==> config.mk <==
export PLATFORM = sky130hd
export DESIGN_NAME = pcecs_map
export DESIGN_NICKNAME = d
export VERILOG_FILES = /design/src/pcecs_pkg.sv /design/src/pcecs_ident.sv /design/src/pcecs_map.sv /design/src/pcecs_pbmem.sv
export SDC_FILE = /design/constraint.sdc
export NUM_CORES = 1
export LEC_CHECK = 0
export BUFFER_PORTS_ARGS = -buffer_cell sky130_fd_sc_hd__buf_2
export CORE_MARGIN = 3
export CORE_UTILIZATION = 50
export CTS_BUF_LIST = sky130_fd_sc_hd__clkbuf_8
export CTS_CLUSTER_SIZE = 10
export DETAILED_ROUTE_END_ITERATION = 16
export HOLD_SLACK_MARGIN = 0.05
export PLACE_DENSITY_LB_ADDON = 0.05
export SETUP_SLACK_MARGIN = 0.1
export SYNTH_ARGS = -nofsm -noshare
export SYNTH_HDL_FRONTEND = slang
export SYNTH_SLANG_ARGS = --single-unit
==> constraint.sdc <==
create_clock -name clk_sys -period 20.2 [get_ports clk_sys]
set_clock_uncertainty 0.15 [all_clocks]
set_input_delay 4.04 -clock clk_sys [delete_from_list [all_inputs] [get_ports clk_sys]]
set_output_delay 4.04 -clock clk_sys [all_outputs]
set_load 0.1 [all_outputs]
==> src/pcecs_pkg.sv <==
package pcecs_pkg;

  // ***************************************************************
  // register offsets (byte addresses of configuration space)
  // ***************************************************************
  localparam logic [11:0] OFS_MAKER_ID      = 12'h000;
  localparam logic [11:0] OFS_ERR_HDR       = 12'h100;
  localparam logic [11:0] OFS_UNC_FLAGS     = 12'h104;
  localparam logic [11:0] OFS_UNC_MASK      = 12'h108;
  localparam logic [11:0] OFS_UNC_SEV       = 12'h10C;
  localparam logic [11:0] OFS_COR_FLAGS     = 12'h110;
  localparam logic [11:0] OFS_COR_MASK      = 12'h114;
  localparam logic [11:0] OFS_ERR_CTRL      = 12'h118;
  localparam logic [11:0] OFS_HLOG_FIRST    = 12'h11C;
  localparam logic [11:0] OFS_HLOG_LAST     = 12'h128;
  localparam logic [11:0] OFS_VC_HDR        = 12'h140;
  localparam logic [11:0] OFS_VC_CAP1       = 12'h144;
  localparam logic [11:0] OFS_VC_CAP2       = 12'h148;
  localparam logic [11:0] OFS_VC_CTRL       = 12'h14C;
  localparam logic [11:0] OFS_VC0_RCAP      = 12'h150;
  localparam logic [11:0] OFS_VC0_RCTRL     = 12'h154;
  localparam logic [11:0] OFS_VC0_RSTAT     = 12'h158;
  localparam logic [11:0] OFS_VC1_RCAP      = 12'h15C;
  localparam logic [11:0] OFS_VC1_RCTRL     = 12'h160;
  localparam logic [11:0] OFS_VC1_RSTAT     = 12'h164;
  localparam logic [11:0] OFS_PB_HDR        = 12'h20C;
  localparam logic [11:0] OFS_PB_SEL        = 12'h210;
  localparam logic [11:0] OFS_PB_DATA       = 12'h214;
  localparam logic [11:0] OFS_PB_CAP        = 12'h218;
  localparam logic [11:0] OFS_ACS_HDR       = 12'h220;
  localparam logic [11:0] OFS_ACS_CTRL      = 12'h224;
  localparam logic [11:0] OFS_EGRESS        = 12'h228;
  localparam logic [11:0] OFS_LTR_HDR       = 12'h230;
  localparam logic [11:0] OFS_LTR_LAT       = 12'h234;

  // ***************************************************************
  // capability header fields
  // ***************************************************************
  localparam logic [15:0] CAPID_ERR         = 16'h0001;
  localparam logic [15:0] CAPID_VC          = 16'h0002;
  localparam logic [15:0] CAPID_PB          = 16'h0004;
  localparam logic [15:0] CAPID_ACS         = 16'h000D;
  localparam logic [15:0] CAPID_LTR         = 16'h0018;
  localparam logic [3:0]  CAP_VERSION       = 4'h1;
  localparam logic [11:0] NEXT_END          = 12'h000;
  localparam int          NEXT_LSB          = 20;
  localparam int          VER_LSB           = 16;

  // ***************************************************************
  // reset values and writable masks
  // ***************************************************************
  localparam logic [15:0] MAKER_ID_RESET    = 16'h1A2B; // arbitrary value
  localparam logic [31:0] ZERO32            = 32'h0000_0000;
  localparam logic [31:0] WMASK_FULL        = 32'hFFFF_FFFF;
  localparam logic [31:0] WMASK_SEL         = 32'h0000_00FF;
  localparam logic [31:0] WMASK_ACS_CTRL    = 32'h007F_0000;
  localparam logic [31:0] WMASK_EGRESS      = 32'h0000_0007;
  localparam logic [31:0] WMASK_LTR         = 32'h1FFF_1FFF;
  localparam logic [31:0] WMASK_VC_CTRL     = 32'h0000_000F;
  localparam logic [31:0] WMASK_RCTRL       = 32'h870F_00FE;
  localparam logic [31:0] WMASK_ERR_CTRL    = 32'h0000_0140;
  localparam int          PB_ENTRIES        = 4;

endpackage : pcecs_pkg

==> src/pcecs_ident.sv <==
`timescale 1ns/1ps

// ***************************************************************
// maker identifier holder with load paths
// ***************************************************************
module pcecs_ident
  import pcecs_pkg::*;
(
  input  wire logic        clk_sys,
  input  wire logic        rst,
  input  wire logic        smbus_id_we,
  input  wire logic [15:0] smbus_id_data,
  input  wire logic        eeprom_id_we,
  input  wire logic [15:0] eeprom_id_data,
  output logic      [15:0] maker_identifier
);

  // default at reset, replaced by smbus (wins) or eeprom load
  always_ff @(posedge clk_sys or posedge rst) begin
    if (rst) begin
      maker_identifier <= MAKER_ID_RESET;
    end else if (smbus_id_we) begin
      maker_identifier <= smbus_id_data;
    end else if (eeprom_id_we) begin
      maker_identifier <= eeprom_id_data;
    end
  end

endmodule // pcecs_ident

==> src/pcecs_map.sv <==
`timescale 1ns/1ps

// Summary of operation
// - The first extended capability sits at 100h with capability id 0001h for error reporting.
// - All further extended capabilities sit above 0FFh in configuration space.
// - Error reporting, virtual channel and power budgeting registers are reachable by configuration access.
// - Error registers lie at 104h through 118h and the header log at 11Ch through 128h.
// - The chain runs 140h to 20Ch, then to 220h or 230h, and both of those end with next pointer 000h.
// - The maker identifier reads at bits 15:0 of offset 00h and can be replaced by smbus or eeprom load.
module pcecs_map
  import pcecs_pkg::*;
#(
  parameter bit PB_NEXT_TO_LTR = 1'b0,
  parameter int PB_DEPTH       = PB_ENTRIES
) (
  input  wire logic        clk_sys,
  input  wire logic        rst,
  input  wire logic        cfg_rd,
  input  wire logic        cfg_wr,
  input  wire logic [11:0] cfg_addr,
  input  wire logic [3:0]  cfg_be,
  input  wire logic [31:0] cfg_wdata,
  output logic      [31:0] cfg_rdata,
  output logic             cfg_rvalid,
  input  wire logic        smbus_id_we,
  input  wire logic [15:0] smbus_id_data,
  input  wire logic        eeprom_id_we,
  input  wire logic [15:0] eeprom_id_data,
  input  wire logic [31:0] unc_event,
  input  wire logic [31:0] cor_event,
  input  wire logic        hlog_we,
  input  wire logic [127:0] hlog_data,
  input  wire logic        pb_we,
  input  wire logic [$clog2(PB_DEPTH)-1:0] pb_widx,
  input  wire logic [31:0] pb_wdata,
  output logic      [31:0] unc_mask_out,
  output logic      [31:0] unc_sev_out,
  output logic      [31:0] cor_mask_out
);

  // ***************************************************************
  // helpers
  // ***************************************************************
  function automatic logic [31:0] cap_hdr(input logic [15:0] id, input logic [11:0] nxt);
    cap_hdr = {nxt, CAP_VERSION, id};
  endfunction

  function automatic logic [31:0] be_merge(input logic [31:0] old, input logic [31:0] wd,
                                           input logic [3:0] be, input logic [31:0] wm);
    logic [31:0] lane;
    lane = {{8{be[3]}}, {8{be[2]}}, {8{be[1]}}, {8{be[0]}}};
    be_merge = (old & ~(lane & wm)) | (wd & lane & wm);
  endfunction

  // write-one-to-clear; a new event in the same cycle stays set
  function automatic logic [31:0] w1c(input logic [31:0] old, input logic [31:0] wd,
                                      input logic [3:0] be, input logic [31:0] ev);
    logic [31:0] lane;
    lane = {{8{be[3]}}, {8{be[2]}}, {8{be[1]}}, {8{be[0]}}};
    w1c = (old & ~(wd & lane)) | ev;
  endfunction

  // ***************************************************************
  // state
  // ***************************************************************
  logic [15:0]  maker_identifier;
  logic [31:0]  uncorrectable_fault_flags;
  logic [31:0]  uncorrectable_fault_mask;
  logic [31:0]  uncorrectable_fault_severity;
  logic [31:0]  correctable_fault_flags;
  logic [31:0]  correctable_fault_mask;
  logic [31:0]  error_report_cap_control;
  logic [127:0] faulting_header_record;
  logic [31:0]  port_channel_ctrl_status;
  logic [31:0]  channel0_resource_control;
  logic [31:0]  channel1_resource_control;
  logic [31:0]  power_budget_selector;
  logic [31:0]  access_services_cap_ctrl;
  logic [31:0]  egress_permission_vector;
  logic [31:0]  max_latency_limits;
  logic [31:0]  power_budget_value;
  logic [31:0]  next_rdata;
  logic [11:0]  pb_next;
  logic         hit_rd;
  logic         pending_q;
  logic [31:0]  direct_q;
  logic         use_pb_q;

  assign pb_next = PB_NEXT_TO_LTR ? OFS_LTR_HDR : OFS_ACS_HDR;

  // ***************************************************************
  // submodules
  // ***************************************************************
  pcecs_ident u_ident (
    .clk_sys          (clk_sys),
    .rst              (rst),
    .smbus_id_we      (smbus_id_we),
    .smbus_id_data    (smbus_id_data),
    .eeprom_id_we     (eeprom_id_we),
    .eeprom_id_data   (eeprom_id_data),
    .maker_identifier (maker_identifier)
  );

  pcecs_pbmem #(.DEPTH(PB_DEPTH)) u_pbmem (
    .clk_sys (clk_sys),
    .rst     (rst),
    .wr_en   (pb_we),
    .wr_idx  (pb_widx),
    .wr_data (pb_wdata),
    .rd_sel  (power_budget_selector[7:0]),
    .rd_data (power_budget_value)
  );

  // ***************************************************************
  // error reporting status and control
  // ***************************************************************
  // sticky error flags, set wins over clear
  always_ff @(posedge clk_sys or posedge rst) begin
    if (rst) begin
      uncorrectable_fault_flags <= ZERO32;
      correctable_fault_flags   <= ZERO32;
    end else begin
      uncorrectable_fault_flags <= (cfg_wr && cfg_addr == OFS_UNC_FLAGS)
                                   ? w1c(uncorrectable_fault_flags, cfg_wdata, cfg_be, unc_event)
                                   : (uncorrectable_fault_flags | unc_event);
      correctable_fault_flags   <= (cfg_wr && cfg_addr == OFS_COR_FLAGS)
                                   ? w1c(correctable_fault_flags, cfg_wdata, cfg_be, cor_event)
                                   : (correctable_fault_flags | cor_event);
    end
  end

  // error mask, severity, control writes
  always_ff @(posedge clk_sys or posedge rst) begin
    if (rst) begin
      uncorrectable_fault_mask     <= ZERO32;
      uncorrectable_fault_severity <= ZERO32;
      correctable_fault_mask       <= ZERO32;
      error_report_cap_control     <= ZERO32;
    end else if (cfg_wr) begin
      if (cfg_addr == OFS_UNC_MASK) begin
        uncorrectable_fault_mask <= be_merge(uncorrectable_fault_mask, cfg_wdata, cfg_be, WMASK_FULL);
      end else if (cfg_addr == OFS_UNC_SEV) begin
        uncorrectable_fault_severity <= be_merge(uncorrectable_fault_severity, cfg_wdata, cfg_be, WMASK_FULL);
      end else if (cfg_addr == OFS_COR_MASK) begin
        correctable_fault_mask <= be_merge(correctable_fault_mask, cfg_wdata, cfg_be, WMASK_FULL);
      end else if (cfg_addr == OFS_ERR_CTRL) begin
        error_report_cap_control <= be_merge(error_report_cap_control, cfg_wdata, cfg_be, WMASK_ERR_CTRL);
      end
    end
  end

  // header log captured on every hlog_we pulse, latest one kept
  always_ff @(posedge clk_sys or posedge rst) begin
    if (rst) begin
      faulting_header_record <= '0;
    end else if (hlog_we) begin
      faulting_header_record <= hlog_data;
    end
  end

  // mask and severity drive the fault handling logic
  always_ff @(posedge clk_sys or posedge rst) begin
    if (rst) begin
      unc_mask_out <= ZERO32;
      unc_sev_out  <= ZERO32;
      cor_mask_out <= ZERO32;
    end else begin
      unc_mask_out <= uncorrectable_fault_mask;
      unc_sev_out  <= uncorrectable_fault_severity;
      cor_mask_out <= correctable_fault_mask;
    end
  end

  // ***************************************************************
  // virtual channel, power budget, access control, latency
  // ***************************************************************
  always_ff @(posedge clk_sys or posedge rst) begin
    if (rst) begin
      port_channel_ctrl_status  <= ZERO32;
      channel0_resource_control <= 32'h8000_00FF;
      channel1_resource_control <= ZERO32;
      power_budget_selector     <= ZERO32;
      access_services_cap_ctrl  <= ZERO32;
      egress_permission_vector  <= ZERO32;
      max_latency_limits        <= ZERO32;
    end else if (cfg_wr) begin
      if (cfg_addr == OFS_VC_CTRL) begin
        port_channel_ctrl_status <= be_merge(port_channel_ctrl_status, cfg_wdata, cfg_be, WMASK_VC_CTRL);
      end else if (cfg_addr == OFS_VC0_RCTRL) begin
        channel0_resource_control <= be_merge(channel0_resource_control, cfg_wdata, cfg_be, WMASK_RCTRL);
      end else if (cfg_addr == OFS_VC1_RCTRL) begin
        channel1_resource_control <= be_merge(channel1_resource_control, cfg_wdata, cfg_be, WMASK_RCTRL);
      end else if (cfg_addr == OFS_PB_SEL) begin
        power_budget_selector <= be_merge(power_budget_selector, cfg_wdata, cfg_be, WMASK_SEL);
      end else if (cfg_addr == OFS_ACS_CTRL) begin
        access_services_cap_ctrl <= be_merge(access_services_cap_ctrl, cfg_wdata, cfg_be, WMASK_ACS_CTRL);
      end else if (cfg_addr == OFS_EGRESS) begin
        egress_permission_vector <= be_merge(egress_permission_vector, cfg_wdata, cfg_be, WMASK_EGRESS);
      end else if (cfg_addr == OFS_LTR_LAT) begin
        max_latency_limits <= be_merge(max_latency_limits, cfg_wdata, cfg_be, WMASK_LTR);
      end
      // any other address, reserved ones included, is dropped
    end
  end

  // ***************************************************************
  // read decode
  // ***************************************************************
  always_comb begin
    next_rdata = ZERO32;
    if (cfg_addr == OFS_MAKER_ID) begin
      next_rdata = {16'h0000, maker_identifier};
    end else if (cfg_addr == OFS_ERR_HDR) begin
      next_rdata = cap_hdr(CAPID_ERR, OFS_VC_HDR);
    end else if (cfg_addr == OFS_UNC_FLAGS) begin
      next_rdata = uncorrectable_fault_flags;
    end else if (cfg_addr == OFS_UNC_MASK) begin
      next_rdata = uncorrectable_fault_mask;
    end else if (cfg_addr == OFS_UNC_SEV) begin
      next_rdata = uncorrectable_fault_severity;
    end else if (cfg_addr == OFS_COR_FLAGS) begin
      next_rdata = correctable_fault_flags;
    end else if (cfg_addr == OFS_COR_MASK) begin
      next_rdata = correctable_fault_mask;
    end else if (cfg_addr == OFS_ERR_CTRL) begin
      next_rdata = error_report_cap_control;
    end else if (cfg_addr >= OFS_HLOG_FIRST && cfg_addr <= OFS_HLOG_LAST) begin
      next_rdata = faulting_header_record[32*(2'(cfg_addr[3:2] - 2'd3)) +: 32];
    end else if (cfg_addr == OFS_VC_HDR) begin
      next_rdata = cap_hdr(CAPID_VC, OFS_PB_HDR);
    end else if (cfg_addr == OFS_VC_CAP1) begin
      next_rdata = 32'h0000_0001;
    end else if (cfg_addr == OFS_VC_CAP2) begin
      next_rdata = 32'h0300_0001;
    end else if (cfg_addr == OFS_VC_CTRL) begin
      next_rdata = port_channel_ctrl_status;
    end else if (cfg_addr == OFS_VC0_RCAP) begin
      next_rdata = 32'h0400_0001;
    end else if (cfg_addr == OFS_VC0_RCTRL) begin
      next_rdata = channel0_resource_control;
    end else if (cfg_addr == OFS_VC0_RSTAT) begin
      next_rdata = ZERO32;
    end else if (cfg_addr == OFS_VC1_RCAP) begin
      next_rdata = 32'h0600_0001;
    end else if (cfg_addr == OFS_VC1_RCTRL) begin
      next_rdata = channel1_resource_control;
    end else if (cfg_addr == OFS_VC1_RSTAT) begin
      next_rdata = ZERO32;
    end else if (cfg_addr == OFS_PB_HDR) begin
      next_rdata = cap_hdr(CAPID_PB, pb_next);
    end else if (cfg_addr == OFS_PB_SEL) begin
      next_rdata = power_budget_selector;
    end else if (cfg_addr == OFS_PB_CAP) begin
      next_rdata = 32'h0000_0001;
    end else if (cfg_addr == OFS_ACS_HDR) begin
      next_rdata = cap_hdr(CAPID_ACS, NEXT_END);
    end else if (cfg_addr == OFS_ACS_CTRL) begin
      next_rdata = access_services_cap_ctrl | 32'h0000_001F;
    end else if (cfg_addr == OFS_EGRESS) begin
      next_rdata = egress_permission_vector;
    end else if (cfg_addr == OFS_LTR_HDR) begin
      next_rdata = cap_hdr(CAPID_LTR, NEXT_END);
    end else if (cfg_addr == OFS_LTR_LAT) begin
      next_rdata = max_latency_limits;
    end
  end

  assign hit_rd = cfg_rd && !cfg_wr;

  // stage one: capture decoded word; power budget value from table
  always_ff @(posedge clk_sys or posedge rst) begin
    if (rst) begin
      direct_q  <= ZERO32;
      use_pb_q  <= 1'b0;
    end else begin
      direct_q  <= next_rdata;
      use_pb_q  <= hit_rd && cfg_addr == OFS_PB_DATA;
    end
  end

  // stage two: answer, two cycles after the read strobe
  always_ff @(posedge clk_sys or posedge rst) begin
    if (rst) begin
      cfg_rdata  <= ZERO32;
      cfg_rvalid <= 1'b0;
    end else begin
      cfg_rvalid <= 1'b0;
      if (pending_q) begin
        cfg_rvalid <= 1'b1;
        cfg_rdata  <= use_pb_q ? power_budget_value : direct_q;
      end
    end
  end

  always_ff @(posedge clk_sys or posedge rst) begin
    if (rst) begin
      pending_q <= 1'b0;
    end else begin
      pending_q <= hit_rd;
    end
  end

endmodule // pcecs_map

==> src/pcecs_pbmem.sv <==
`timescale 1ns/1ps

// ***************************************************************
// power budget table, registered read data
// ***************************************************************
module pcecs_pbmem #(
  parameter int DEPTH = 4
) (
  input  wire logic                     clk_sys,
  input  wire logic                     rst,
  input  wire logic                     wr_en,
  input  wire logic [$clog2(DEPTH)-1:0] wr_idx,
  input  wire logic [31:0]              wr_data,
  input  wire logic [7:0]               rd_sel,
  output logic      [31:0]              rd_data
);

  logic [31:0] table_mem [DEPTH];

  // table loaded by the device's own power setup
  always_ff @(posedge clk_sys) begin
    if (wr_en) begin
      table_mem[wr_idx] <= wr_data;
    end
  end

  // out-of-range selector reads zero
  always_ff @(posedge clk_sys or posedge rst) begin
    if (rst) begin
      rd_data <= 32'h0000_0000;
    end else if (rd_sel < 8'(DEPTH)) begin
      rd_data <= table_mem[rd_sel[$clog2(DEPTH)-1:0]];
    end else begin
      rd_data <= 32'h0000_0000;
    end
  end

endmodule // pcecs_pbmem

Yosys cells after proc, flatten, opt, wreduce, memory -nomap -nowiden --
Memories as Yosys holds them, arrays and structs flattened. Cells that the tools add are included.
Cells by class: muxes and demuxes 36, magnitude comparators 3, equal/unequal tests 26, bitwise gates (word level) 47, add/subtract/negate cells 1, shifts and indexed selects 1, reduce and logical (&&, ||, !) cells 19
Operators by type and width (number):
- 32-bit 2-to-1 mux | 31
- 32-bit bitwise AND | 14
- 32-bit OR | 9
- 12-bit by 9-bit == test with 1-bit output, second input constant | 17
- 128-bit by 8-bit indexed part select with 32-bit output | 1
- 12-bit by 10-bit == test with 1-bit output, second input constant | 9
- 32-bit NOT | 3
- 16-bit 2-to-1 mux | 2
- 23-bit NOT with 32-bit output | 1
- 29-bit NOT with 32-bit output | 1
- 3-bit NOT with 32-bit output | 1
- 4-bit NOT with 32-bit output | 1
- 8-bit NOT with 32-bit output | 1
- 9-bit NOT with 32-bit output | 1
- 32-bit by 23-bit OR with 32-bit output | 1
- 32-bit by 29-bit OR with 32-bit output | 1
- 32-bit by 3-bit OR with 32-bit output | 1
- 32-bit by 4-bit OR with 32-bit output | 1
- 32-bit by 8-bit OR with 32-bit output | 1
- 32-bit by 9-bit OR with 32-bit output | 1
- 12-bit by 9-bit greater-or-equal comparator with 1-bit output, second input constant | 1
- 12-bit by 9-bit <= comparator with 1-bit output, second input constant | 1
- 12-bit logical NOT | 1
- 5-bit AND reduction | 2
- 13 further kinds | 30
Storage, ports and cells: register bits 755, RAM bits 128, memories kept 1
Memories:
- u_pbmem.table_mem | words 4, width 32, read ports 1, clocked after Yosys merged registers in 0, wr ports 1, RTL line pcecs_pbmem.sv:18 | logic [31:0] table_mem [DEPTH];

Depth between registers and ports, before layout --
depth after elaboration 28, depth in mapped cells 14

Hierarchy --
Synthesis repeated with hierarchy kept, for this count alone.
Unflattened totals: cell total of the unflattened synthesis 2147, area, all modules 29696.0 µm²
Modules (own cells, without submodules):
- pcecs_map | cells an instance 1832, sequential area each 13297.8 µm², times used 1, area each 23243.5 µm²
- pcecs_pbmem | cells an instance 245, sequential area each 4644.5 µm², times used 1, area each 5695.5 µm²
- pcecs_ident | cells an instance 70, sequential area each 409.1 µm², times used 1, area each 757.0 µm²

Worst setup path after synthesis --
OpenSTA, ideal clock, no wires.
path type in2reg, from input cfg_addr[2], to register direct_q[27], stages on the path 12, slack 12786 ps, data required time 19929 ps, library setup time 121 ps, arrival time 7143 ps, path through clkbuf_1 buf_1 buf_2 inv_1 ha_1 clkbuf_1 buf_2 clkbuf_1 mux4_2 a221oi_1 o22ai_1 a22o_1
On the way: word-level cells in the longest chain between the ends 28
Ends and longest elaborated chain:
- from (decl) | RTL line pcecs_map.sv:20 | input wire logic [11:0] cfg_addr,
- 12-bit by 10-bit == test with 1-bit output | RTL line pcecs_map.sv:263 | end else if (cfg_addr == OFS_LTR_LAT) begin
- 32-bit 2-to-1 mux | RTL line pcecs_map.sv:263
- 32-bit 2-to-1 mux | RTL line pcecs_map.sv:261 | end else if (cfg_addr == OFS_LTR_HDR) begin
- 32-bit 2-to-1 mux | RTL line pcecs_map.sv:259 | end else if (cfg_addr == OFS_EGRESS) begin
- 32-bit 2-to-1 mux | RTL line pcecs_map.sv:257 | end else if (cfg_addr == OFS_ACS_CTRL) begin
- 32-bit 2-to-1 mux | RTL line pcecs_map.sv:255 | end else if (cfg_addr == OFS_ACS_HDR) begin
- 32-bit 2-to-1 mux | RTL line pcecs_map.sv:253 | end else if (cfg_addr == OFS_PB_CAP) begin
- 32-bit 2-to-1 mux | RTL line pcecs_map.sv:251 | end else if (cfg_addr == OFS_PB_SEL) begin
- [... 13 more ...]
- 32-bit 2-to-1 mux | RTL line pcecs_map.sv:223 | end else if (cfg_addr == OFS_COR_MASK) begin
- 32-bit 2-to-1 mux | RTL line pcecs_map.sv:221 | end else if (cfg_addr == OFS_COR_FLAGS) begin
- 32-bit 2-to-1 mux | RTL line pcecs_map.sv:219 | end else if (cfg_addr == OFS_UNC_SEV) begin
- 32-bit 2-to-1 mux | RTL line pcecs_map.sv:217 | end else if (cfg_addr == OFS_UNC_MASK) begin
- 32-bit 2-to-1 mux | RTL line pcecs_map.sv:215 | end else if (cfg_addr == OFS_UNC_FLAGS) begin
- 32-bit 2-to-1 mux | RTL line pcecs_map.sv:213 | end else if (cfg_addr == OFS_ERR_HDR) begin
- 32-bit 2-to-1 mux * | RTL line pcecs_map.sv:211 | if (cfg_addr == OFS_MAKER_ID) begin
- named net next_rdata[27] | RTL line pcecs_map.sv:82 | logic [31:0] next_rdata;
- to (signal assigned) | RTL line pcecs_map.sv:276 | direct_q <= next_rdata;
- to (decl) | RTL line pcecs_map.sv:86 | logic [31:0] direct_q;
The timed path passes the listed nets; every way through them passes the cells marked *. A chain may end at the register's enable or synchronous reset.

Final worst setup path --
from input cfg_addr[2], to register direct_q[9]
The elaborated chain is that of the path after synthesis.

==> implementation parameters <==
Parameter                              Value

Setup path
  Cell type of the slowest stage on the worst timing path    sky130_fd_sc_hd__nor2_1
  Arrival time of the worst setup path    8110 ps
  Worst path required time    20660 ps
  Crit path capture type    register
  Crit path buf inv count    3
  Slowest stage delay, CP    1080 ps
  Crit-path cells    buf_2, buf_4, ha_1, nor3b_4, nand3_1, nor2_1, buf_4, a222oi_1, o211ai_1
  Crit Path Class    in -> reg
  Startpoint kind of the worst setup timing path    input pin
  Reg2Reg Setup Slack    18080 ps
  Dominant delay contributor by cell family on the critical path    simple AND/OR/NAND/NOR gates
  Most repeated library cell on the critical path    sky130_fd_sc_hd__buf_4
  Peak fanout along the critical path    35

CTS
  Resized Gates After CTS    0
  Post-CTS Hold Fix Bufs    0
  Clock network latency to the later pin of the worst-skew pair    730 ps
  # clock sinks    707
  Clk buf depth    3
  H-Tree Depth    3
  CTS tree    yes
  CTS buffer count    114
  Clock Pin Slew Worst Setup and Hold Paths    60 ps
  Number of setup buffers added after CTS    0
  Cell at the root of the clock tree    sky130_fd_sc_hd__clkbuf_8

Place
  Placer congestion estimate    0.966
  Number of port buffers    442
  Post-Place Setup Slack    11950 ps
  Post-placement cell area    32300 um2
  Number of cells in the design after placement    3225
  Estimated wirelength of the detail-placed design    70.5 mm

Die
  Die extent in y    248 um
  Number of standard-cell rows in the floorplan    88
  I/O pin count    443
  Area of the die    61500 um2
  Area of the core region    57800 um2
  Initial core utilization    0.507
  Chip Width    248 um

STA
  Unrepaired setup endpoints after global routing    false
  Worst path setup slack after routing    12550 ps
  Final-report hold violation count    0
  Highest achievable clock rate    131 MHz
  Summed negative setup slack over all endpoints    0 ps
  Setup violation total in the final timing report    0
  Worst hold-check slack    250 ps
  Max Slew Vio Count    0
  Post-route fraction of the period consumed by the critical path    0.379
  Time the worst path needs with I/O delays and setup    7650 ps
  Tightest slew margin relative to the limit    0.196
  Worst Tran Pin Value    1190 ps

Logic synthesis
  Simple-Gate Fraction of Synth Area    0.0764
  Async set-or-reset flop fraction in the synthesized netlist    0.819
  Largest family of logic cells by synthesized area    multiplexers
  Synthesized area divided by synthesized cell count    14.0 um2
  Main flop type after synthesis    sky130_fd_sc_hd__dfrtp_1
  Synth Area in Compound Gates    0.0941
  Synth Cell Area    29300 um2
  XOR/XNOR share of the synthesized area    0
  Mux share of post-synthesis cell area    0.182
  Net count after synthesis    2416
  Number of warnings printed during yosys synthesis    0
  Adder-cell share of the synthesized area    0.00171
  Proportion of synthesized chip area in sequential cells    0.626
  Syn Inst Count    2098
  Number of distinct library cells after synthesis    87
  Largest cells by area after synthesis    sky130_fd_sc_hd__dfrtp_1, sky130_fd_sc_hd__edfxtp_1, sky130_fd_sc_hd__mux2_2, sky130_fd_sc_hd__mux4_2, sky130_fd_sc_hd__a21oi_1
  Area share of the largest cell type after synthesis    0.482
  Number of synthesized flops with an enable pin    128
  #FFs+latches synth    707
  Largest area contributor in the netlist    sky130_fd_sc_hd__dfrtp_1

Global route
  Number of antenna violations at the first check in global routing    20
  Final global-route overflow total    0
  Pin count of the biggest net entering global routing    173
  Wire length of the first global-routing pass    142 mm
  Overall Global Routing Usage    0.320
  Vias in the first global route    21253

Job
  Max cap viols    0

Status
  Run status    finished, final reports clean

Routing
  Drt first-iter violations    1695
  Residual DRC    0
  Via Count    20726
  Average detailed-routed wire length per instance    28.4 um
  Per-cell via count in the routed design    6.02
  Number of nets with antenna violations after detailed routing    0
  Overall routed net length    97.8 mm
  Detailed Routing Iterations Pass 1    6

Pwr
  Total design power    3.07 mW
  Lkg Pwr    15.2 nW
  Peak supply drop    0.0555 mV
  Power density relative to cell area    88.5 nW/um2

Min path
  Kind of path behind the tightest hold check    reg -> reg

Final layout
  Final design utilization    0.600
  Final Cell Area    34700 um2
  Most common cell after layout, fill and taps aside    sky130_fd_sc_hd__dfrtp_1
  Fin nets    2894
  Commonest cells after routing, fill and taps aside    sky130_fd_sc_hd__dfrtp_1, sky130_fd_sc_hd__buf_2, sky130_fd_sc_hd__mux2_2, sky130_fd_sc_hd__clkbuf_8, sky130_fd_sc_hd__nand2_1
  Share of layout cells above drive strength 1    0.409
  Number of non-filler instances in the completed layout    3445
  Layout overhead on the synthesized area    18.5%
logic make-up after synthesis:
kind of cell	Yosys count
mux	416
buf+inv	132
compound gates	404
simple gates	435
fa+ha+maj	4
flops	707
path summary, 6_finish.rpt:
| kind | from | to | cells past startpoint |
|---|---|---|---|
| setup reg to reg | register | u_pbmem.rd_data[28]$_DFF_PP0_ | 3 |
| min in group asynchronous | rst | unc_mask_out[27]$_DFF_PP0_ | 2 |
| max in group asynchronous | rst | async pin | 5 |
| hold / removal | register | unc_mask_out[2]$_DFF_PP0_ | 0 |
| hold reg to reg | register | unc_mask_out[2]$_DFF_PP0_ | 0 |
| setup / recovery | cfg_addr[2] | direct_q[9]$_DFF_PP0_ | 9 |
synth_stat cells, types with 5 or more instances:
cell	n
sky130_fd_sc_hd__dfrtp_1	564
sky130_fd_sc_hd__mux2_2	303
sky130_fd_sc_hd__nand2_1	139
sky130_fd_sc_hd__edfxtp_1	128
sky130_fd_sc_hd__a21oi_1	117
sky130_fd_sc_hd__nor2_1	113
sky130_fd_sc_hd__clkbuf_1	76
sky130_fd_sc_hd__a21o_1	69
sky130_fd_sc_hd__mux4_2	64
sky130_fd_sc_hd__o21ai_0	56
sky130_fd_sc_hd__mux2i_1	49
sky130_fd_sc_hd__and3_1	38
sky130_fd_sc_hd__nor3_1	28
sky130_fd_sc_hd__buf_2	24
sky130_fd_sc_hd__o22ai_1	22
sky130_fd_sc_hd__nand3_1	18
sky130_fd_sc_hd__a22o_1	15
sky130_fd_sc_hd__a22oi_1	15
sky130_fd_sc_hd__buf_1	15
sky130_fd_sc_hd__dfstp_2	15
sky130_fd_sc_hd__o211ai_1	13
sky130_fd_sc_hd__inv_1	12
sky130_fd_sc_hd__a221o_1	11
sky130_fd_sc_hd__a221oi_1	11
sky130_fd_sc_hd__nor2_2	11
sky130_fd_sc_hd__nor3b_1	10
sky130_fd_sc_hd__a222oi_1	8
sky130_fd_sc_hd__or3_1	8
sky130_fd_sc_hd__a31oi_1	7
sky130_fd_sc_hd__nor4_1	7
sky130_fd_sc_hd__a32oi_1	6
sky130_fd_sc_hd__nor2b_1	5
sky130_fd_sc_hd__nor4b_1	5
power breakdown:
group	leakage [nW]	total, mW	internal, mW	switching (mW)
Sequential	8.41	1.54	1.51	0.0317
Clock	1.38	1.25	0.684	0.568
Combinational	5.41	0.277	0.0900	0.187
cell type report:
class	count	area, um2
clock inverter	69	417
multi-input combinational	1259	10400
timing repair buffer	482	2530
sequential	707	18400
fill	4727	23100
tap	765	957
inverter	12	48.8
clock buffer	142	1950
antenna	9	22.5
per-layer routing:
layer  routed length (um)  vias up  global-route usage
met4                 3690       22               0.115
met3                 8560      226              0.0873
met2                45400      966               0.498
met5                  126        -                   0
li1                     -     8815                   -
met1                40000    10697               0.436
(Power assumes the default switching activity.)
